[config.mk]
export PLATFORM = sky130hd
export DESIGN_NAME = lcc_config_regs
export DESIGN_NICKNAME = d
export VERILOG_FILES = /design/src/rtl/lcc_pkg.sv /design/src/rtl/lcc_config_regs.sv /design/src/rtl/lcc_out_decode.sv /design/src/rtl/lcc_in_decode.sv
export SDC_FILE = /design/constraint.sdc
export NUM_CORES = 1
export LEC_CHECK = 0
export BUFFER_PORTS_ARGS = -buffer_cell sky130_fd_sc_hd__buf_2
export CAP_MARGIN = 40
export CORE_ASPECT_RATIO = 1.1
export CORE_MARGIN = 2
export CORE_UTILIZATION = 60
export CTS_BUF_LIST = sky130_fd_sc_hd__clkbuf_4
export DETAILED_ROUTE_END_ITERATION = 8
export HOLD_SLACK_MARGIN = 0.12
export PLACE_DENSITY = 0.8
export REMOVE_ABC_BUFFERS = 1
export SLEW_MARGIN = 25
export SYNTH_ARGS = -nofsm -noshare
export SYNTH_HDL_FRONTEND = slang
export SYNTH_SLANG_ARGS = --single-unit
[constraint.sdc]
create_clock -name sys_clk -period 2.6 [get_ports sys_clk]
set_clock_uncertainty 0.1 [all_clocks]
set_input_delay 0 -clock sys_clk [delete_from_list [all_inputs] [get_ports sys_clk]]
set_output_delay 0 -clock sys_clk [all_outputs]
set_load 0.005 [all_outputs]
[src/rtl/lcc_pkg.sv]
// Package: register map, field layout, reset values and decode types
package lcc_pkg;
   // ==================================================
   // Register offsets
   localparam logic [7:0] OFS_P1_OUT_IDLE_RATE = 8'h23;
   localparam logic [7:0] OFS_P1_INB_EQ        = 8'h24;
   localparam logic [7:0] OFS_P1_OUT_SWING     = 8'h25;
   localparam logic [7:0] OFS_P1_OUT_DEEMPH    = 8'h26;
   localparam logic [7:0] OFS_P1_INB_IDLE_THR  = 8'h27;
   localparam logic [7:0] OFS_P0_OUTA_IDLE_RATE = 8'h2B;
   localparam logic [7:0] OFS_P0_IN_EQ         = 8'h2C;
   localparam logic [7:0] OFS_P0_OUTA_SWING    = 8'h2D;
   localparam logic [7:0] OFS_P0_OUTA_DEEMPH   = 8'h2E;
   localparam logic [7:0] OFS_P0_IN_IDLE_THR   = 8'h2F;
   localparam logic [7:0] OFS_P0_OUTB_IDLE_RATE = 8'h32;
   localparam logic [7:0] OFS_P0_OUTB_SWING    = 8'h34;
   // ==================================================
   // Reset values
   localparam logic [7:0] RST_IDLE_RATE = 8'h00;
   localparam logic [7:0] RST_EQ        = 8'h20;
   localparam logic [7:0] RST_SWING     = 8'h03;
   localparam logic [7:0] RST_DEEMPH    = 8'h03;
   localparam logic [7:0] RST_IDLE_THR  = 8'h00;
   // ==================================================
   // Field positions
   localparam int IR_IDLE_AUTO = 5;
   localparam int IR_IDLE_SEL  = 4;
   localparam int IR_RATE_AUTO = 1;
   localparam int IR_RATE_SEL  = 0;
   localparam int EQ_EN        = 5;
   localparam int EQ_GST_HI    = 4;
   localparam int EQ_GST_LO    = 3;
   localparam int EQ_BST_HI    = 2;
   localparam int DE_TYPE      = 7;
   localparam int THR_DEA_HI   = 3;
   localparam int THR_DEA_LO   = 2;
   localparam int THR_AS_HI    = 1;
   // ==================================================
   // Documented codes
   localparam logic [5:0] EQ_BYPASS = 6'h20;
   localparam logic [6:0] SW_L0 = 7'h03;
   localparam logic [6:0] SW_L1 = 7'h07;
   localparam logic [6:0] SW_L2 = 7'h0F;
   localparam logic [6:0] SW_L3 = 7'h1F;
   localparam logic [7:0] DE_C0 = 8'h01;
   localparam logic [7:0] DE_C1 = 8'hE8;
   localparam logic [7:0] DE_C2 = 8'h88;
   localparam logic [7:0] DE_C3 = 8'h90;
   localparam logic [7:0] DE_C4 = 8'hA0;
   localparam int N_OUT = 3;
   localparam int N_IN  = 2;

   // Data-rate bands
   typedef enum logic {LCC_RATE_LOW, LCC_RATE_HIGH} lcc_rate_t;

   // Controls of one output lane
   typedef struct packed {
      logic       idle_auto;    // Automatic electrical idle detect
      logic       mute;         // Manual mute to electrical idle
      logic       sig_det_en;   // Signal detect active
      logic       rate_auto;    // Automatic data-rate detect
      lcc_rate_t  rate;         // Manual rate band
      logic [2:0] swing_lvl;    // 0..3 swing, 7 = undefined code
      logic       de_type;      // 0 compatibility, 1 enhanced
      logic [6:0] de_level;     // Raw level control
      logic [2:0] de_step;      // 0..4 strength, 7 = undocumented
   } lcc_out_ctl_t;

   // Controls of one input lane
   typedef struct packed {
      logic       eq_en;
      logic [1:0] gain_stage_sel;
      logic [2:0] boost_level_sel;
      logic [3:0] eq_step;      // 0 bypass, 1..8 boost, 15 other
      logic [1:0] thr_deassert;
      logic [1:0] thr_assert;
   } lcc_in_ctl_t;
endpackage

[src/rtl/lcc_config_regs.sv]
// Lane conditioning configuration register bank
`timescale 1ns/1ps
module lcc_config_regs
   import lcc_pkg::*;
(
   input  wire logic                 sys_clk,
   input  wire logic                 rst_b,
   input  wire logic                 clk_en,
   input  wire logic                 reg_wr,
   input  wire logic                 reg_rd,
   input  wire logic [7:0]           reg_addr,
   input  wire logic [7:0]           reg_wdata,
   output logic      [7:0]           reg_rdata,
   output logic                      reg_hit,
   output lcc_out_ctl_t [N_OUT-1:0]  out_ctl,
   output lcc_in_ctl_t  [N_IN-1:0]   in_ctl
);
   // ==================================================
   // Storage
   logic [7:0] p1_idle_rate_r, p1_inb_eq_r, p1_swing_r, p1_deemph_r;
   logic [7:0] p1_inb_thr_r;
   logic [7:0] p0a_idle_rate_r, p0_in_eq_r, p0a_swing_r, p0a_deemph_r;
   logic [7:0] p0_in_thr_r, p0b_idle_rate_r, p0b_swing_r;
   logic [7:0] rdata_nxt;
   logic       hit_nxt;
   logic       wr_go;
   lcc_out_ctl_t [N_OUT-1:0] out_nxt;
   lcc_in_ctl_t  [N_IN-1:0]  in_nxt;

   assign wr_go = clk_en && reg_wr;

   // ==================================================
   // Register writes; values kept whole as written
   always_ff @(posedge sys_clk or negedge rst_b) begin
      if (!rst_b) begin
         p1_idle_rate_r  <= RST_IDLE_RATE;
         p1_inb_eq_r     <= RST_EQ;
         p1_swing_r      <= RST_SWING;
         p1_deemph_r     <= RST_DEEMPH;
         p1_inb_thr_r    <= RST_IDLE_THR;
         p0a_idle_rate_r <= RST_IDLE_RATE;
         p0_in_eq_r      <= RST_EQ;
         p0a_swing_r     <= RST_SWING;
         p0a_deemph_r    <= RST_DEEMPH;
         p0_in_thr_r     <= RST_IDLE_THR;
         p0b_idle_rate_r <= RST_IDLE_RATE;
         p0b_swing_r     <= RST_SWING;
      end else if (wr_go) begin
         unique case (reg_addr)
            OFS_P1_OUT_IDLE_RATE:  p1_idle_rate_r  <= reg_wdata;
            OFS_P1_INB_EQ:         p1_inb_eq_r     <= reg_wdata;
            OFS_P1_OUT_SWING:      p1_swing_r      <= reg_wdata;
            OFS_P1_OUT_DEEMPH:     p1_deemph_r     <= reg_wdata;
            OFS_P1_INB_IDLE_THR:   p1_inb_thr_r    <= reg_wdata;
            OFS_P0_OUTA_IDLE_RATE: p0a_idle_rate_r <= reg_wdata;
            OFS_P0_IN_EQ:          p0_in_eq_r      <= reg_wdata;
            OFS_P0_OUTA_SWING:     p0a_swing_r     <= reg_wdata;
            OFS_P0_OUTA_DEEMPH:    p0a_deemph_r    <= reg_wdata;
            OFS_P0_IN_IDLE_THR:    p0_in_thr_r     <= reg_wdata;
            OFS_P0_OUTB_IDLE_RATE: p0b_idle_rate_r <= reg_wdata;
            OFS_P0_OUTB_SWING:     p0b_swing_r     <= reg_wdata;
            default: ;
         endcase
      end
   end

   // ==================================================
   // Read mux; unmapped offsets read zero with no hit
   always_comb begin
      hit_nxt = 1'b1;
      unique case (reg_addr)
         OFS_P1_OUT_IDLE_RATE:  rdata_nxt = p1_idle_rate_r;
         OFS_P1_INB_EQ:         rdata_nxt = p1_inb_eq_r;
         OFS_P1_OUT_SWING:      rdata_nxt = p1_swing_r;
         OFS_P1_OUT_DEEMPH:     rdata_nxt = p1_deemph_r;
         OFS_P1_INB_IDLE_THR:   rdata_nxt = p1_inb_thr_r;
         OFS_P0_OUTA_IDLE_RATE: rdata_nxt = p0a_idle_rate_r;
         OFS_P0_IN_EQ:          rdata_nxt = p0_in_eq_r;
         OFS_P0_OUTA_SWING:     rdata_nxt = p0a_swing_r;
         OFS_P0_OUTA_DEEMPH:    rdata_nxt = p0a_deemph_r;
         OFS_P0_IN_IDLE_THR:    rdata_nxt = p0_in_thr_r;
         OFS_P0_OUTB_IDLE_RATE: rdata_nxt = p0b_idle_rate_r;
         OFS_P0_OUTB_SWING:     rdata_nxt = p0b_swing_r;
         default: begin
            rdata_nxt = 8'h00;
            hit_nxt   = 1'b0;
         end
      endcase
   end

   // Registered read answer, one cycle after the read strobe
   always_ff @(posedge sys_clk or negedge rst_b) begin
      if (!rst_b) begin
         reg_rdata <= 8'h00;
         reg_hit   <= 1'b0;
      end else if (clk_en && reg_rd) begin
         reg_rdata <= rdata_nxt;
         reg_hit   <= hit_nxt;
      end
   end

   // ==================================================
   // Lane decoders; output B of lane 0 has no de-emphasis register
   // here, so it decodes its own reset value
   lcc_out_decode u_out_p1 (
      .idle_rate (p1_idle_rate_r),
      .swing     (p1_swing_r),
      .deemph    (p1_deemph_r),
      .ctl       (out_nxt[0])
   );
   lcc_out_decode u_out_p0a (
      .idle_rate (p0a_idle_rate_r),
      .swing     (p0a_swing_r),
      .deemph    (p0a_deemph_r),
      .ctl       (out_nxt[1])
   );
   lcc_out_decode u_out_p0b (
      .idle_rate (p0b_idle_rate_r),
      .swing     (p0b_swing_r),
      .deemph    (RST_DEEMPH),
      .ctl       (out_nxt[2])
   );
   lcc_in_decode u_in_p1b (
      .eq  (p1_inb_eq_r),
      .thr (p1_inb_thr_r),
      .ctl (in_nxt[0])
   );
   lcc_in_decode u_in_p0 (
      .eq  (p0_in_eq_r),
      .thr (p0_in_thr_r),
      .ctl (in_nxt[1])
   );

   // ==================================================
   // Static controls to the analog lanes, registered
   always_ff @(posedge sys_clk or negedge rst_b) begin
      if (!rst_b) begin
         out_ctl <= '0;
         in_ctl  <= '0;
      end else if (clk_en) begin
         out_ctl <= out_nxt;
         in_ctl  <= in_nxt;
      end
   end
endmodule

[src/rtl/lcc_out_decode.sv]
// One output lane: idle/rate, swing and de-emphasis decode
`timescale 1ns/1ps
module lcc_out_decode
   import lcc_pkg::*;
(
   input  wire logic [7:0]   idle_rate,
   input  wire logic [7:0]   swing,
   input  wire logic [7:0]   deemph,
   output lcc_out_ctl_t      ctl
);
   // Combine fields into lane controls
   always_comb begin
      ctl           = '0;
      ctl.idle_auto = idle_rate[IR_IDLE_AUTO];
      // Manual bit only matters when automatic idle is off
      ctl.mute      = !idle_rate[IR_IDLE_AUTO] &&
                      idle_rate[IR_IDLE_SEL];
      ctl.sig_det_en = idle_rate[IR_IDLE_AUTO];
      ctl.rate_auto = idle_rate[IR_RATE_AUTO];
      ctl.rate      = idle_rate[IR_RATE_SEL] ? LCC_RATE_HIGH
                                             : LCC_RATE_LOW;
      ctl.de_type   = deemph[DE_TYPE];
      ctl.de_level  = deemph[6:0];
      unique case (swing[6:0])
         SW_L0:   ctl.swing_lvl = 3'd0;
         SW_L1:   ctl.swing_lvl = 3'd1;
         SW_L2:   ctl.swing_lvl = 3'd2;
         SW_L3:   ctl.swing_lvl = 3'd3;
         default: ctl.swing_lvl = 3'd7;
      endcase
      unique case (deemph)
         DE_C0:   ctl.de_step = 3'd0;
         DE_C1:   ctl.de_step = 3'd1;
         DE_C2:   ctl.de_step = 3'd2;
         DE_C3:   ctl.de_step = 3'd3;
         DE_C4:   ctl.de_step = 3'd4;
         default: ctl.de_step = 3'd7;
      endcase
   end
endmodule

[src/rtl/lcc_in_decode.sv]
// One input lane: equalizer and idle threshold decode
`timescale 1ns/1ps
module lcc_in_decode
   import lcc_pkg::*;
(
   input  wire logic [7:0]   eq,
   input  wire logic [7:0]   thr,
   output lcc_in_ctl_t       ctl
);
   // Split fields and rank documented boost codes
   always_comb begin
      ctl                 = '0;
      ctl.eq_en           = eq[EQ_EN];
      ctl.gain_stage_sel  = eq[EQ_GST_HI:EQ_GST_LO];
      ctl.boost_level_sel = eq[EQ_BST_HI:0];
      ctl.thr_deassert    = thr[THR_DEA_HI:THR_DEA_LO];
      ctl.thr_assert      = thr[THR_AS_HI:0];
      unique case (eq[5:0])
         EQ_BYPASS: ctl.eq_step = 4'h0;
         6'h2A:     ctl.eq_step = 4'h1;
         6'h30:     ctl.eq_step = 4'h2;
         6'h32:     ctl.eq_step = 4'h3;
         6'h39:     ctl.eq_step = 4'h4;
         6'h35:     ctl.eq_step = 4'h5;
         6'h37:     ctl.eq_step = 4'h6;
         6'h3B:     ctl.eq_step = 4'h7;
         6'h3D:     ctl.eq_step = 4'h8;
         default:   ctl.eq_step = 4'hF;
      endcase
   end
endmodule

==> run summary <==
All-layer global routing usage: 29.2%. Data on the critical path arrives at its endpoint at 2.93 ns. After routing the design area is 0.00974 mm2. Relative to the synthesized area, the layout overhead comes to 16.8%.

Net switching share of the total power: 23.9%. The path class of the tightest hold or removal check is in -> reg. Detailed placement HPWL: 14,200 um. The switching power is 1.23 mW, and the total count of hold-check failures in the final report is 0. The highest ir drop seen on vdd is 404 uV. The total cell area at the placement stage came out at 0.00909 mm2. The routed wirelength normalized by instance count was 20.3 um.

The average instance in the mapped netlist occupies 12.1 um2. The count of input and output buffers came out at 108. The flow ran to the end, and the final reports show no timing, DRC or antenna violations. For the achievable clock frequency, the log shows 400 MHz. For the core utilization of the finished layout, the log shows 71.2%. The sequential fraction of the synthesis area was 53.3%.

The layout cell share with drive strength beyond 1 came out at 41.3%. The first detailed-routing pass took 5 iterations. The total number of vias came out at 6,214. Power share of the combinational group: 8.3%.

The proportion of register bits with asynchronous set or reset after synthesis is 100%. The worst setup path is launched from an input port. The pin count of the biggest net entering global routing came out at 77. The worst relative slew slack is 51.7%, and the number of placement rows is 45. The multi-input combinational cells in the finished layout cover a total of 0.00359 mm2. Summing all flip-flop and latch instances after layout gives 0.00444 mm2. For this run, the number of Yosys warnings is 0. The final max-slew violation count was 0; the power share of the clock group was 35.4%. No sink is reached through more buffers than the 2 on the longest clock path. At the placement stage, the worst setup path has a slack of 0.330 ns.

The max-capacitance violation count is 0, and the actual slew at the worst max-slew pin is 0.725 ns. The run gives 20,700 um as the routed wire length. Setup slack closes at 0.0969 ns. The latest clock arrival within the worst-skew pair is 0.59 ns.

For the cell count after synthesis, the log shows 690. The dominant synthesized flop cell is dfrtp_1. The run gives 3.91 mW as the cell internal power dissipation.

STA puts the critical path data required time at 3.03 ns. By count the netlist is led by 165 x dfrtp_1, 139 x mux2_2, 43 x clkbuf_1, 39 x o21ai_0, 33 x nand2_1. In this run the remaining antenna-violating nets after routing total 0.

The area share of the largest cell type after synthesis is 49.5%. The number of synthesized flops with an enable pin works out to 0. The initial utilization of the core area, before any placement, comes to 61.0%.

Class of the most critical setup path: in -> reg. The mapped netlist covers 0.00835 mm2. For the number of global-route vias before repair, the log shows 5,976. The tools report the die footprint as 0.0149 mm2. The completed layout was analyzed and its total power is 5.14 mW.

Cell accounting for the most synthesized area: dfrtp_1. Clock tree synthesis inserted a total of 17 buffers. The final setup violation count came out at 0. The largest registers in the layout are out_ctl (44), in_ctl (28).

The tools report the number of distinct library cells after synthesis as 57. The depth of the worst hold-timing path came out at 3. The analysis attributes to cell leakage a power of 4.50 nW.

The core region is 0.0137 mm2. The clock tree synthesis step divided the H-tree into 4 levels. STA classifies the critical path endpoint as a flip-flop. At the end of routability-driven placement, the weighted congestion stood at 0.940. The number of antenna violations at the first check in global routing came out at 0.

115 I/O pins were placed. The smallest clock period supported by the final layout is computed as 2.50 ns. Setup repair after global routing left no endpoint under its margin. For the worst flop-to-flop path, the logic depth is 5.

The filler cells instantiated in the layout total 966. The tree is rooted in a clkbuf_4. From left edge to right edge, the die measures 116 um. Final hold analysis gives a worst-case slack of 0.376 ns.

Of the total power, registers draw 56.3%. The total number of nets in the final design is 840. Yosys instantiated no cell more often than dfrtp_1. Register containing the most flip-flops in the final layout: out_ctl. For the DRC violation count after routing, the log shows 0. The power per cell area is 528 mW/mm2. The number of diodes is 0, and the part of the cycle the worst path needs is 96.3%. Total overflow reported by the global router: 0.

From bottom edge to top edge, the die measures 128 um. By area the synthesized netlist is led by dfrtp_1 49%, mux2_2 19%, dfstp_2 3.8%. The global-route wire length before repair is 32,700 um. The via count normalized by instance count came out at 6.09.

The run gives 957 as the placed instance count. Clock edge transition at the registers on the reported setup and hold paths: 0.14 ns. TritonCTS built the clock tree.

DRC violation total after the first TritonRoute iteration: 501. The register with the most flip-flops in the layout has 44 of them. The count of state elements after synthesis was 177; the maximum net fanout on the critical path was 16.

The tools report the setup TNS after final layout as 0 ns. The clock drives 177 sinks. The count of cells in the finished layout, fillers not included, comes to 1,020.
-- metal layers --
metal / global-route usage, % / wire length [um]
met4: 13.0 / 608
met1: 41.0 / 8890
met3: 4.68 / 1110
met5: 0 / 0
met2: 45.4 / 10100
-- repair_timing --
item                                   4_1_cts  5_1_grt
setup buffers                                0        5
hold buffers                                27        0
setup endpoints to repair                    0        2
gates resized for setup                      0        1
endpoints found under the hold margin      353        0
-- area by class of cell --
type / instances / area share [%]
Tap cell: 188 / 2.41
Inverter: 12 / 0.462
Clock buffer: 22 / 1.69
Multi-Input combinational cell: 445 / 36.8
Sequential cell: 177 / 45.6
Clock inverter: 10 / 1.90
Timing Repair Buffer: 166 / 11.1
-- critical path, cell delays in order --
cell,delay (ns)
dlygate4sd3_1,0.53
buf_2,0.15
buf_4,0.21
nor3_1,0.22
buf_4,0.18
nor2b_1,0.49
a32o_1,0.19
o21ai_0,0.15
a41oi_1,0.23
dlygate4sd3_1,0.58
-- worst paths after layout --
kind | from | endpoint | slack (ns)
min reg2reg | out_ctl[30]$_DFFE_PN0P_ | out_ctl[30]$_DFFE_PN0P_ | 0.40
max in group asynchronous | rst_b | in_ctl[14]$_DFFE_PN0P_ | 1.16
max | reg_addr[0] | reg_rdata[4]$_DFFE_PN0P_ | 0.1
min in group asynchronous | rst_b | out_ctl[19]$_DFFE_PN0P_ | 0.46
max reg2reg | p0_in_eq_r[5]$_DFFE_PN1P_ | reg_rdata[5]$_DFFE_PN0P_ | 0.1
min | reg_wdata[6] | p1_inb_eq_r[6]$_DFFE_PN0P_ | 0.38
-- logic make-up after synthesis --
| logic type | after synthesis | synth area share [%] |
|---|---|---|
| simple gates | 148 | 10.9 |
| buf+inv | 73 | 3.96 |
| compound gates | 135 | 10.9 |
| other cells | 1 | 0.0449 |
| xor+xnor | 8 | 0.840 |
| flops | 177 | 53.3 |
| mux | 148 | 20.1 |
-- cell usage in the layout (no fill, tap or decap), types with 8 or more instances in the layout --
cell type,instances
nand3_1,10
inv_1,12
o21ai_0,39
o22a_1,14
dfrtp_1,165
mux2_2,139
dfstp_2,12
buf_2,105
nand3b_1,10
a31oi_1,13
and3_1,8
a21oi_1,24
dlygate4sd3_1,27
clkbuf_4,23
nor2_1,21
buf_4,30
nor3_1,10
nand2_1,33
-- power by group through the flow --
stage                     clock network, mW  registers (mW)  logic (mW)
after floorplan                           0            2.93       0.157
after detailed placement                  0            2.94       0.399
after CTS                              1.85            2.89       0.426
after global routing                   1.95            2.90       0.467
final                                  1.82            2.89       0.425
after global placement                    0            2.94       0.387
Note: power is estimated with default switching activity, not from simulation.
